`src/rtl/cit_regs.vh`:
```
// register offsets, fields, resets and codes for the cascaded interval timer
`ifndef CIT_REGS_VH
`define CIT_REGS_VH

// ****************************************************************
// register byte addresses
// ****************************************************************
`define CIT_CLK_SEL_LOW_ADDR 8'h00
`define CIT_CLK_SEL_HIGH_ADDR 8'h04
`define CIT_LOW_CMP_ADDR 8'h08
`define CIT_HIGH_CMP_ADDR 8'h0C
`define CIT_LOW_MODE_ADDR 8'h10
`define CIT_HIGH_MODE_ADDR 8'h14
`define CIT_LOW_CNT_ADDR 8'h18
`define CIT_HIGH_CNT_ADDR 8'h1C
`define CIT_IRQ_STAT_ADDR 8'h20
`define CIT_IRQ_EN_ADDR 8'h24
`define CIT_IRQ_CLR_ADDR 8'h28

// ****************************************************************
// mode control fields and reset values
// ****************************************************************
`define CIT_MODE_CNT_EN 7
`define CIT_MODE_CASCADE 4
`define CIT_MODE_LVL_SET 3
`define CIT_MODE_LVL_RST 2
`define CIT_MODE_OUT_EN 0
`define CIT_MODE_RST 8'h00
`define CIT_CLK_SEL_RST 3'h0
`define CIT_CMP_RST 8'h00

// ****************************************************************
// interrupt status bits
// ****************************************************************
`define CIT_IRQ_LOW_MATCH 0
`define CIT_IRQ_HIGH_MATCH 1

// ****************************************************************
// prescaler taps: divide by 2, 8, 32, 128, 4096 (bit index of counter)
// ****************************************************************
`define CIT_PRE_W 12
`define CIT_TAP_DIV2 0
`define CIT_TAP_DIV8 2
`define CIT_TAP_DIV32 4
`define CIT_TAP_DIV128 6
`define CIT_TAP_DIV4096 11

`endif

```
`src/rtl/cit_timer.v`:
```
// cascaded sixteen-bit interval timer with ahb-lite register slave
`timescale 1ns/1ps
`default_nettype none
`include "cit_regs.vh"

module cit_timer (
  input wire sys_clk_i,
  input wire rst_i,
  input wire hsel_i,
  input wire [31:0] haddr_i,
  input wire [1:0] htrans_i,
  input wire hwrite_i,
  input wire [2:0] hsize_i,
  input wire [31:0] hwdata_i,
  input wire hready_i,
  output wire [31:0] hrdata_o,
  output wire hreadyout_o,
  output wire hresp_o,
  input wire external_count_input_i,
  output wire square_wave_o,
  output wire irq_o
);

  // ****************************************************************
  // registers
  // ****************************************************************
  reg [2:0] count_clock_select_low_r;
  reg [2:0] count_clock_select_high_r;
  reg [7:0] low_compare_byte_r;
  reg [7:0] high_compare_byte_r;
  reg [7:0] low_timer_mode_control_r;
  reg [7:0] high_timer_mode_control_r;
  reg [7:0] low_count_byte_r;
  reg [7:0] high_count_byte_r;
  reg [1:0] irq_stat_r;
  reg [1:0] irq_en_r;
  reg [`CIT_PRE_W-1:0] pre_r;
  reg [`CIT_PRE_W-1:0] pre_prev_r;
  reg ext_prev_r;
  reg square_wave_r;
  reg [31:0] hrdata_r;
  reg wr_pend_r;
  reg rd_pend_r;
  reg [7:0] addr_r;

  wire [7:0] low_cnt_nxt;
  wire [7:0] high_cnt_nxt;
  wire cascade;
  wire low_en;
  wire high_en;
  wire low_tick;
  wire high_tick;
  wire low_ext;
  wire low_match;
  wire high_match;
  wire casc_match;
  wire ext_rise;
  wire addr_phase;

  // ****************************************************************
  // bus slave: address phase capture, zero wait states
  // ****************************************************************
  assign addr_phase = hsel_i & hready_i & htrans_i[1];
  assign hreadyout_o = 1'b1;
  assign hresp_o = 1'b0;
  assign hrdata_o = hrdata_r;

  always @(posedge sys_clk_i)
  begin
    if (rst_i)
    begin
      wr_pend_r <= 1'b0;
      rd_pend_r <= 1'b0;
      addr_r <= 8'h00;
    end
    else
    begin
      wr_pend_r <= addr_phase & hwrite_i;
      rd_pend_r <= addr_phase & ~hwrite_i;
      addr_r <= haddr_i[7:0];
    end
  end

  // read mux; data registered at the address phase so it stands in the data phase
  always @(posedge sys_clk_i)
  begin
    if (rst_i)
      hrdata_r <= 32'h0000_0000;
    else if (addr_phase & ~hwrite_i)
    begin
      case (haddr_i[7:0])
        `CIT_CLK_SEL_LOW_ADDR: hrdata_r <= {29'h0, count_clock_select_low_r};
        `CIT_CLK_SEL_HIGH_ADDR: hrdata_r <= {29'h0, count_clock_select_high_r};
        `CIT_LOW_CMP_ADDR: hrdata_r <= {24'h0, low_compare_byte_r};
        `CIT_HIGH_CMP_ADDR: hrdata_r <= {24'h0, high_compare_byte_r};
        `CIT_LOW_MODE_ADDR: hrdata_r <= {24'h0, low_timer_mode_control_r};
        `CIT_HIGH_MODE_ADDR: hrdata_r <= {24'h0, high_timer_mode_control_r};
        `CIT_LOW_CNT_ADDR: hrdata_r <= {24'h0, low_count_byte_r};
        `CIT_HIGH_CNT_ADDR: hrdata_r <= {24'h0, high_count_byte_r};
        `CIT_IRQ_STAT_ADDR: hrdata_r <= {30'h0, irq_stat_r};
        `CIT_IRQ_EN_ADDR: hrdata_r <= {30'h0, irq_en_r};
        default: hrdata_r <= 32'h0000_0000;
      endcase
    end
  end

  // ****************************************************************
  // control register writes
  // ****************************************************************
  always @(posedge sys_clk_i)
  begin
    if (rst_i)
    begin
      count_clock_select_low_r <= `CIT_CLK_SEL_RST;
      count_clock_select_high_r <= `CIT_CLK_SEL_RST;
      low_compare_byte_r <= `CIT_CMP_RST;
      high_compare_byte_r <= `CIT_CMP_RST;
      low_timer_mode_control_r <= `CIT_MODE_RST;
      high_timer_mode_control_r <= `CIT_MODE_RST;
      irq_en_r <= 2'h0;
    end
    else if (wr_pend_r)
    begin
      case (addr_r)
        `CIT_CLK_SEL_LOW_ADDR: count_clock_select_low_r <= hwdata_i[2:0];
        `CIT_CLK_SEL_HIGH_ADDR: count_clock_select_high_r <= hwdata_i[2:0];
        `CIT_LOW_CMP_ADDR: low_compare_byte_r <= hwdata_i[7:0];
        `CIT_HIGH_CMP_ADDR: high_compare_byte_r <= hwdata_i[7:0];
        `CIT_LOW_MODE_ADDR: low_timer_mode_control_r <= hwdata_i[7:0];
        `CIT_HIGH_MODE_ADDR: high_timer_mode_control_r <= hwdata_i[7:0];
        `CIT_IRQ_EN_ADDR: irq_en_r <= hwdata_i[1:0];
        default: irq_en_r <= irq_en_r;
      endcase
    end
  end

  // ****************************************************************
  // prescaler and count clock selection
  // ****************************************************************
  always @(posedge sys_clk_i)
  begin
    if (rst_i)
    begin
      pre_r <= 12'h000;
      pre_prev_r <= 12'h000;
      ext_prev_r <= 1'b0;
    end
    else
    begin
      pre_r <= pre_r + 12'h001; // free running, start not aligned to it
      pre_prev_r <= pre_r;
      ext_prev_r <= external_count_input_i;
    end
  end

  assign ext_rise = external_count_input_i & ~ext_prev_r;
  assign cascade = high_timer_mode_control_r[`CIT_MODE_CASCADE];

  // tick for one select code: rising edge of a prescaler bit is a count pulse
  function sel_tick;
    input [2:0] sel;
    input [`CIT_PRE_W-1:0] cur;
    input [`CIT_PRE_W-1:0] prv;
    input ext;
    begin
      case (sel)
        3'h0, 3'h1: sel_tick = ext;
        3'h2: sel_tick = 1'b1;
        3'h3: sel_tick = cur[`CIT_TAP_DIV2] & ~prv[`CIT_TAP_DIV2];
        3'h4: sel_tick = cur[`CIT_TAP_DIV8] & ~prv[`CIT_TAP_DIV8];
        3'h5: sel_tick = cur[`CIT_TAP_DIV32] & ~prv[`CIT_TAP_DIV32];
        3'h6: sel_tick = cur[`CIT_TAP_DIV128] & ~prv[`CIT_TAP_DIV128];
        default: sel_tick = cur[`CIT_TAP_DIV4096] & ~prv[`CIT_TAP_DIV4096];
      endcase
    end
  endfunction

  // ****************************************************************
  // counters
  // ****************************************************************
  assign low_en = low_timer_mode_control_r[`CIT_MODE_CNT_EN];
  // in cascade only the low enable gates the pair
  assign high_en = cascade ? low_en : high_timer_mode_control_r[`CIT_MODE_CNT_EN];
  assign low_ext = count_clock_select_low_r[2:1] == 2'b00;
  assign low_tick = low_en & sel_tick(count_clock_select_low_r, pre_r, pre_prev_r, ext_rise);
  // cascade ignores the high clock select
  assign high_tick = cascade ? (low_tick & (low_count_byte_r == 8'hFF))
    : high_en & sel_tick(count_clock_select_high_r, pre_r, pre_prev_r, ext_rise);

  // match checked on count value; compare zero matches on each pulse
  assign casc_match = cascade & low_en & ({high_count_byte_r, low_count_byte_r}
    == {high_compare_byte_r, low_compare_byte_r});
  assign low_match = cascade ? casc_match
    : (low_en & (low_count_byte_r == low_compare_byte_r));
  assign high_match = high_en & (high_count_byte_r == high_compare_byte_r);

  // the pulse at compare clears; a lowered compare runs past, wraps, then matches
  assign low_cnt_nxt = ~low_tick ? low_count_byte_r
    : (low_match ? 8'h00 : low_count_byte_r + 8'h01);
  assign high_cnt_nxt = cascade ? ((casc_match & low_tick) ? 8'h00
    : (high_tick ? high_count_byte_r + 8'h01 : high_count_byte_r))
    : (~high_tick ? high_count_byte_r : (high_match ? 8'h00 : high_count_byte_r + 8'h01));

  // counter update; stopped counters clear so the next start begins at zero
  always @(posedge sys_clk_i)
  begin
    if (rst_i)
    begin
      low_count_byte_r <= 8'h00;
      high_count_byte_r <= 8'h00;
    end
    else
    begin
      low_count_byte_r <= low_en ? low_cnt_nxt : 8'h00;
      high_count_byte_r <= high_en ? high_cnt_nxt : 8'h00;
    end
  end

  // ****************************************************************
  // match events, match hold, interrupt status
  // ****************************************************************
  // the low pulse that leaves compare is the event, so its period is compare plus one
  reg high_match_d_r;
  wire low_ev;
  assign low_ev = low_match & low_tick;

  always @(posedge sys_clk_i)
  begin
    if (rst_i)
    begin
      high_match_d_r <= 1'b0;
      irq_stat_r <= 2'h0;
    end
    else
    begin
      high_match_d_r <= high_match;
      // set wins over a clear in the same cycle
      irq_stat_r[`CIT_IRQ_LOW_MATCH] <= low_ev
        | (irq_stat_r[`CIT_IRQ_LOW_MATCH] & ~(wr_pend_r & (addr_r == `CIT_IRQ_CLR_ADDR)
        & hwdata_i[`CIT_IRQ_LOW_MATCH]));
      irq_stat_r[`CIT_IRQ_HIGH_MATCH] <= (high_match & ~high_match_d_r)
        | (irq_stat_r[`CIT_IRQ_HIGH_MATCH] & ~(wr_pend_r & (addr_r == `CIT_IRQ_CLR_ADDR)
        & hwdata_i[`CIT_IRQ_HIGH_MATCH]));
    end
  end

  assign irq_o = |(irq_stat_r & irq_en_r);

  // ****************************************************************
  // square wave output
  // ****************************************************************
  always @(posedge sys_clk_i)
  begin
    if (rst_i)
      square_wave_r <= 1'b0;
    else if (wr_pend_r & (addr_r == `CIT_LOW_MODE_ADDR) & hwdata_i[`CIT_MODE_LVL_SET])
      square_wave_r <= 1'b1;
    else if (wr_pend_r & (addr_r == `CIT_LOW_MODE_ADDR) & hwdata_i[`CIT_MODE_LVL_RST])
      square_wave_r <= 1'b0;
    else if (low_ev & ~(cascade & low_ext))
      square_wave_r <= ~square_wave_r;
  end

  assign square_wave_o = square_wave_r & low_timer_mode_control_r[`CIT_MODE_OUT_EN];

endmodule // cit_timer
`default_nettype wire

```
`config.mk`:
```
export PLATFORM = sky130hd
export DESIGN_NAME = cit_timer
export DESIGN_NICKNAME = d
export VERILOG_FILES = /design/src/rtl/cit_timer.v
export VERILOG_INCLUDE_DIRS = /design/src /design/src/rtl
export SDC_FILE = /design/constraint.sdc
export NUM_CORES = 1
export LEC_CHECK = 0
export BUFFER_PORTS_ARGS = -buffer_cell sky130_fd_sc_hd__buf_2
export CAP_MARGIN = 20
export CORE_ASPECT_RATIO = 0.7
export CORE_MARGIN = 4
export CORE_UTILIZATION = 48
export CTS_CLUSTER_DIAMETER = 150
export DETAILED_ROUTE_END_ITERATION = 6
export PLACE_DENSITY = 0.7
export SYNTH_ARGS = -nofsm -noshare
export SYNTH_HDL_FRONTEND = slang
export SYNTH_SLANG_ARGS = --single-unit
```
`constraint.sdc`:
```
create_clock -name sys_clk_i -period 2.4 [get_ports sys_clk_i]
set_input_delay 0.48 -clock sys_clk_i [delete_from_list [all_inputs] [get_ports sys_clk_i]]
set_output_delay 0.48 -clock sys_clk_i [all_outputs]
set_load 0.05 [all_outputs]
```
==> impl_metrics.json, run 1 <==
{
  "async_reset_ff_frac": 0,
  "path_buf_inv": 0,
  "start_util": 0.504,
  "cts_setup_buffers": 0,
  "syn_inst": 561,
  "wl_per_cell_um": 17.4,
  "irDropWorstVdd_v": 0.000462,
  "status": "complete, no violations",
  "cp_slowest_cell": "nor4_1",
  "cts_tree": "built",
  "share_comb_of_total_power": 0.078,
  "first_iter_violations": 343,
  "core_area_mm2": 0.00995,
  "grt_setup_unrepaired": "false",
  "worstMarginPinSlew_ns": 0.670,
  "grt_pass1_vias": 3972,
  "dr.pass1.iters": 5,
  "insertion_delay_ns": 0.35,
  "antenna_found_initial": 0,
  "ys_warn_count": 0,
  "clock-sinks": 95,
  "internal_power_mw": 2.39,
  "seq_area_frac_synth": 0.379,
  "drive_above_1_share": 0.171,
  "drt_wl_total_um": 12700,
  "fin_util": 0.558,
  "p_sw_uw": 806,
  "fin_ws_ns": 0.183,
  "switching_share": 0.252,
  "synth-edff-count": 0,
  "power_leakage_nw": 2.19,
  "cp.arrival_ns": 2.43,
  "critPathMaxStageDelay_ns": 0.48,
  "grt_pass1_wl_um": 20600,
  "die_area_mm2": 0.0122,
  "die_h_um": 93.5,
  "rows": 30,
  "routabilityCongestion": 0.885,
  "pwr-share-clk": 0.420,
  "synth_compound_area_frac": 0.143,
  "netlist_area_mm2": 0.00502,
  "maxCapViolations": 0,
  "finalNetCount": 677,
  "path_class": "reg2reg",
  "power.density_mw_per_mm2": 575,
  "vias": 4122,
  "io_pins": 111,
  "post-place-ws_ns": 0.0592,
  "min_path_type": "in2reg",
  "synth_cell_types": 69,
  "synthFlopType": "dfxtp_1",
  "seqPwrFrac": 0.502,
  "synthAdderAreaFrac": 0.00748,
  "max_freq_ghz": 0.451,
  "synth_top_family_by_area": "simple AND/OR/NAND/NOR gates",
  "cts_buffer_depth": 2,
  "synth-xor-area-share": 0.0489,
  "cts_buffers": 9,
  "grt_max_degree": 33,
  "postRouteAntennaNets": 0,
  "period_share": 0.924,
  "avgSynthCellArea_um2": 8.94,
  "hold_viol_final": 0,
  "synth_mux_area_frac": 0.108,
  "whs_ns": 0.359,
  "fin_tns_setup_ns": 0,
  "grt_overflow": 0,
  "track_usage": 0.216,
  "worst_clock_skew_ns": 0.00873,
  "antenna_cells": 0,
  "area_growth_pct": 10.7,
  "drc_errors": 0,
  "slew_headroom": 0.552,
  "cts_htree_levels": 3,
  "synth-seq-cells": 95,
  "maxSlewViolCount": 0,
  "critPathRequiredTime_ns": 2.61,
  "cts_hold_buf": 0,
  "root_buffer": "clkbuf_16",
  "path_max_fanout": 8,
  "cp_cell_sequence": "xor2_1 -> nor4_1 -> nand4_1 -> a211oi_2 -> or2_1 -> o22ai_1",
  "dp.final_hpwl_um": 9400,
  "portBuffers": 32,
  "setup_viol": 0,
  "die_width_um": 130,
  "timing.final.crit_period_ns": 2.22,
  "cp_top_family": "simple AND/OR/NAND/NOR gates",
  "worst_setup_path_start_kind": "register",
  "synthSimpleGateAreaFrac": 0.237,
  "clkSlewWorstSetupHoldPaths_ns": 0.07,
  "vias_per_cell": 5.63,
  "setup.worst_path.end_class": "register"
}
[per-stage QoR]
stage	power (mW)	instance area, um2	instances
after CTS	3.21	5550	732
final	3.19	5550	732
after floorplan	1.86	5110	585
after detailed placement	1.88	5270	716
after global routing	3.29	5550	732
after global placement	1.88	5270	716
[placed cells by master, fill, tap and decap left out, types with 15 or more instances in the layout]
cell type  synthesis  final
nand3_1           21     21
buf_4             26     25
nor3_1            15     15
nor2_1            67     67
nand2_1           55     55
buf_2              5     32
xor2_1            20     20
mux2i_1           45     45
dfxtp_1           95     95
a21oi_1           23     23
nor2b_1           20     19
conb_1             2     26
[power by group through the flow]
stage                     logic, mW  registers [mW]  clock network, mW
after detailed placement      0.245            1.64                  0
after CTS                     0.246            1.60               1.36
final                         0.249            1.60               1.34
after global placement        0.243            1.64                  0
after floorplan               0.222            1.63                  0
after global routing          0.265            1.60               1.42
[state kept, by name, indices dropped and copies added, names as in the netlist]
signal	cells
irq_stat_r	2
high_compare_byte_r	8
high_count_byte_r	8
pre_r	12
high_match_d_r	1
irq_en_r	2
addr_r	8
ext_prev_r	1
high_timer_mode_control_r	8
square_wave_r	1
pre_prev_r	5
count_clock_select_high_r	3
low_compare_byte_r	8
low_count_byte_r	8
low_timer_mode_control_r	8
wr_pend_r	1
hrdata_o	8
count_clock_select_low_r	3
[kinds of logic (layout without fill, tap and decap cells)]
logic type	after synthesis	count (layout)
simple gates	229	229
flops	95	95
compound gates	93	93
buf+inv	62	81
mux	49	49
xor+xnor	28	28
fa+ha+maj	3	3
other cells	2	26
[repair_timing]
item | in CTS | in global routing
endpoints found under the hold margin | 0 | 0
gates resized for setup | 0 | 1
setup endpoints to repair | 0 | 2
[worst paths after layout]
| check | from | to | slack (ns) | cells after the start |
|---|---|---|---|---|
| worst max-delay path | high_compare_byte_r[6]$_SDFFE_PP0P_ | high_count_byte_r[0]$_SDFFE_PP0P_ | 0.18 | 6 |
| worst min register to register | high_match_d_r$_SDFF_PP0_ | irq_stat_r[1]$_SDFF_PP0_ | 0.42 | 1 |
| worst max register to register | high_compare_byte_r[6]$_SDFFE_PP0P_ | high_count_byte_r[0]$_SDFFE_PP0P_ | 0.18 | 6 |
| worst min-delay path | external_count_input_i | ext_prev_r$_SDFF_PP0_ | 0.36 | 2 |
[layer usage]
layer  GRT usage  share of wire  vias up
li1            -              -     2005
met1       0.304           0.47     1930
met2       0.326           0.43      168
met3      0.0588          0.085       19
met4      0.0580          0.017        0
met5           0              0        -
[synth_stat cells, types with 6 or more instances]
cell type	n	area, um2
nor2_1	67	251
or3_1	7	43.8
nand3b_1	6	45.0
nand3_1	21	105
xnor2_1	8	70.1
buf_4	26	195
dfxtp_1	95	1900
o211ai_2	6	75.1
o221ai_1	7	61.3
nor2b_1	20	125
a21oi_1	23	115
o2111ai_1	6	52.6
xor2_1	20	175
nand2_1	55	206
clkbuf_1	12	45.0
nor3_1	15	75.1
o22ai_1	6	37.5
buf_1	6	22.5
inv_1	7	26.3
o21ai_0	9	45.0
mux2i_1	45	450
[area by class of cell]
cell class | instances | area, um2
fillers | 884 | 4400
multi-input cells | 428 | 2830
flip-flops and latches | 95 | 1900
repair buffers | 57 | 348
clock buffers | 12 | 246
well taps | 128 | 160
clock inverters | 4 | 31.3
inverters | 8 | 30.0
(Power assumes the default switching activity.)
==> run 2, diff against run 1 <==
- CORE_ASPECT_RATIO: 0.7 -> 1.1
==> impl_metrics.json, run 2 (synthesis results as in run 1) <==
{
  "hold_viol_final": 0,
  "irDropWorstVdd_v": 0.000300,
  "dr.pass1.iters": 5,
  "power.density_mw_per_mm2": 521,
  "die_h_um": 115,
  "critPathRequiredTime_ns": 2.64,
  "rows": 38,
  "r2r-start": "high_count_byte_r[7]$_SDFFE_PP0P_",
  "maxSlewViolCount": 0,
  "postRouteAntennaNets": 0,
  "cts_tree": "built",
  "p_total_mw": 2.86,
  "max_freq_ghz": 0.470,
  "regArea_mm2": 0.00190,
  "r2r_cells": 6,
  "maxCapViolations": 0,
  "die_area_mm2": 0.0122,
  "cp_cell_sequence": "xor2_1 -> nor4_1 -> nand4_1 -> a211oi_2 -> or2_1 -> o22ai_1",
  "multi_input_area_mm2": 0.00283,
  "track_usage": 0.201,
  "holdPathEnd": "ext_prev_r$_SDFF_PP0_",
  "timing.final.crit_period_ns": 2.13,
  "cts_buffer_depth": 2,
  "grt_max_degree": 46,
  "worstMarginPinSlew_ns": 0.704,
  "largest_register_ffs": 12,
  "path_max_fanout": 8,
  "vias": 4131,
  "cts_htree_levels": 3,
  "critPathMaxStageDelay_ns": 0.44,
  "power_leakage_nw": 2.16,
  "dp.final_hpwl_um": 8760,
  "cp_slowest_cell": "nor4_1",
  "layout_common_cells": "dfxtp_1 (95), nor2_1 (67), nand2_1 (55), mux2i_1 (45), buf_2 (32)",
  "setup.worst_path.end_class": "register",
  "cts_buffers": 9,
  "grt_overflow": 0,
  "slew_headroom": 0.530,
  "grt_pass1_vias": 3942,
  "setup_viol": 0,
  "final_common_cell": "dfxtp_1",
  "root_buffer": "clkbuf_8",
  "drc_errors": 0,
  "post-place-ws_ns": 0.137,
  "grt_pass1_wl_um": 19500,
  "worst_clock_skew_ns": 0.0156,
  "cts_hold_buf": 0,
  "routabilityCongestion": 0.871,
  "finalNetCount": 680,
  "die_width_um": 105,
  "whs_ns": 0.329,
  "period_share": 0.886,
  "wl_per_cell_um": 15.8,
  "cp.arrival_ns": 2.37,
  "vias_per_cell": 5.53,
  "path_class": "reg2reg",
  "holdPathStages": 2,
  "grt_setup_unrepaired": "false",
  "antenna_cells": 0,
  "fin_ws_ns": 0.272,
  "core_area_mm2": 0.0100,
  "r2r_slack_ns": 0.27,
  "largest-register": "pre_r",
  "io_pins": 111,
  "clock-sinks": 95,
  "clkSlewWorstSetupHoldPaths_ns": 0.10,
  "status": "complete, no violations",
  "drt_wl_total_um": 11800,
  "min_path_type": "in2reg",
  "fin_tns_setup_ns": 0,
  "insertion_delay_ns": 0.37,
  "antenna_found_initial": 1,
  "portBuffers": 32,
  "start_util": 0.500,
  "r2r-end": "high_count_byte_r[1]$_SDFFE_PP0P_",
  "first_iter_violations": 318,
  "worst_setup_path_start_kind": "register",
  "num-fill-cells": 899,
  "drive_above_1_share": 0.178,
  "area_growth_pct": 9.65,
  "hp-start": "external_count_input_i"
}
==> run 2: changes by cell type in the layout (fill, tap and decap cells not counted), sizes merged <==
cell      previous run  this run
buf                 57        60
clkinvlp             0         3
clkinv               4         1
clkbuf              12        11
inv                  8         9
==> run 2: cell type report <==
class,count,area share
tap,140,0.0318
sequential,95,0.346
multi-input combinational,428,0.515
clock buffer,11,0.0275
timing repair buffer,60,0.0673
clock inverter,5,0.00728
inverter,8,0.00546
==> run 2: per-layer routing <==
layer / part of all wire / routed length, um / track usage / vias up
met1: 0.43 / 5090 / 0.252 / 1956
met3: 0.068 / 802 / 0.0421 / 22
met5: 0.0011 / 13 / 0 / -
met2: 0.47 / 5580 / 0.335 / 145
li1: - / - / - / 2006
met4: 0.026 / 305 / 0.0892 / 2
==> run 2: how the worst max path moves through the flow <==
stage | from | end | slack [ns] | depth (start not counted)
detailed placement | rst_i | high_count_byte_r[6]$_SDFFE_PP0P_ | 0.14 | 4
CTS | count_clock_select_low_r[1]$_SDFFE_PP0P_ | high_count_byte_r[1]$_SDFFE_PP0P_ | 0.20 | 6
global route | low_count_byte_r[5]$_SDFFE_PP0P_ | low_count_byte_r[7]$_SDFFE_PP0P_ | 0.09 | 6
global placement | haddr_i[4] | hrdata_o[6]$_SDFFE_PP0P_ | 0.25 | 7
floorplan | haddr_i[4] | hrdata_o[3]$_SDFFE_PP0P_ | 0.41 | 7
finish | high_count_byte_r[7]$_SDFFE_PP0P_ | high_count_byte_r[1]$_SDFFE_PP0P_ | 0.27 | 6
==> run 2: worst max-delay path, delay by kind of cell, from the launching register on <==
| family | cells | cell delay, ns |
|---|---|---|
| flip-flops | 1 | 0.38 |
| AND/OR/NAND/NOR | 3 | 1.02 |
| AO/OA/AOI/OAI | 2 | 0.42 |
| XOR/XNOR | 1 | 0.18 |
==> run 2: what timing repair did <==
item | 4_1_cts | 5_1_grt
hold endpoints to repair | 0 | 0
setup buffers | 0 | 0
gates resized for setup | 0 | 1
setup endpoints to repair | 0 | 1
==> run 2: report_power, final <==
group          internal, mW  switching, mW
sequential             1.59         0.0106
clock                 0.439          0.583
combinational        0.0595          0.183
==> run 2: per-stage QoR <==
step / area [um2] / utilization / instances
final: 5500 / 0.548 / 747
after detailed placement: 5300 / 0.528 / 730
after global routing: 5500 / 0.548 / 747
after floorplan: 5110 / - / 585
after global placement: 5300 / 0.528 / 730
after CTS: 5490 / 0.547 / 746
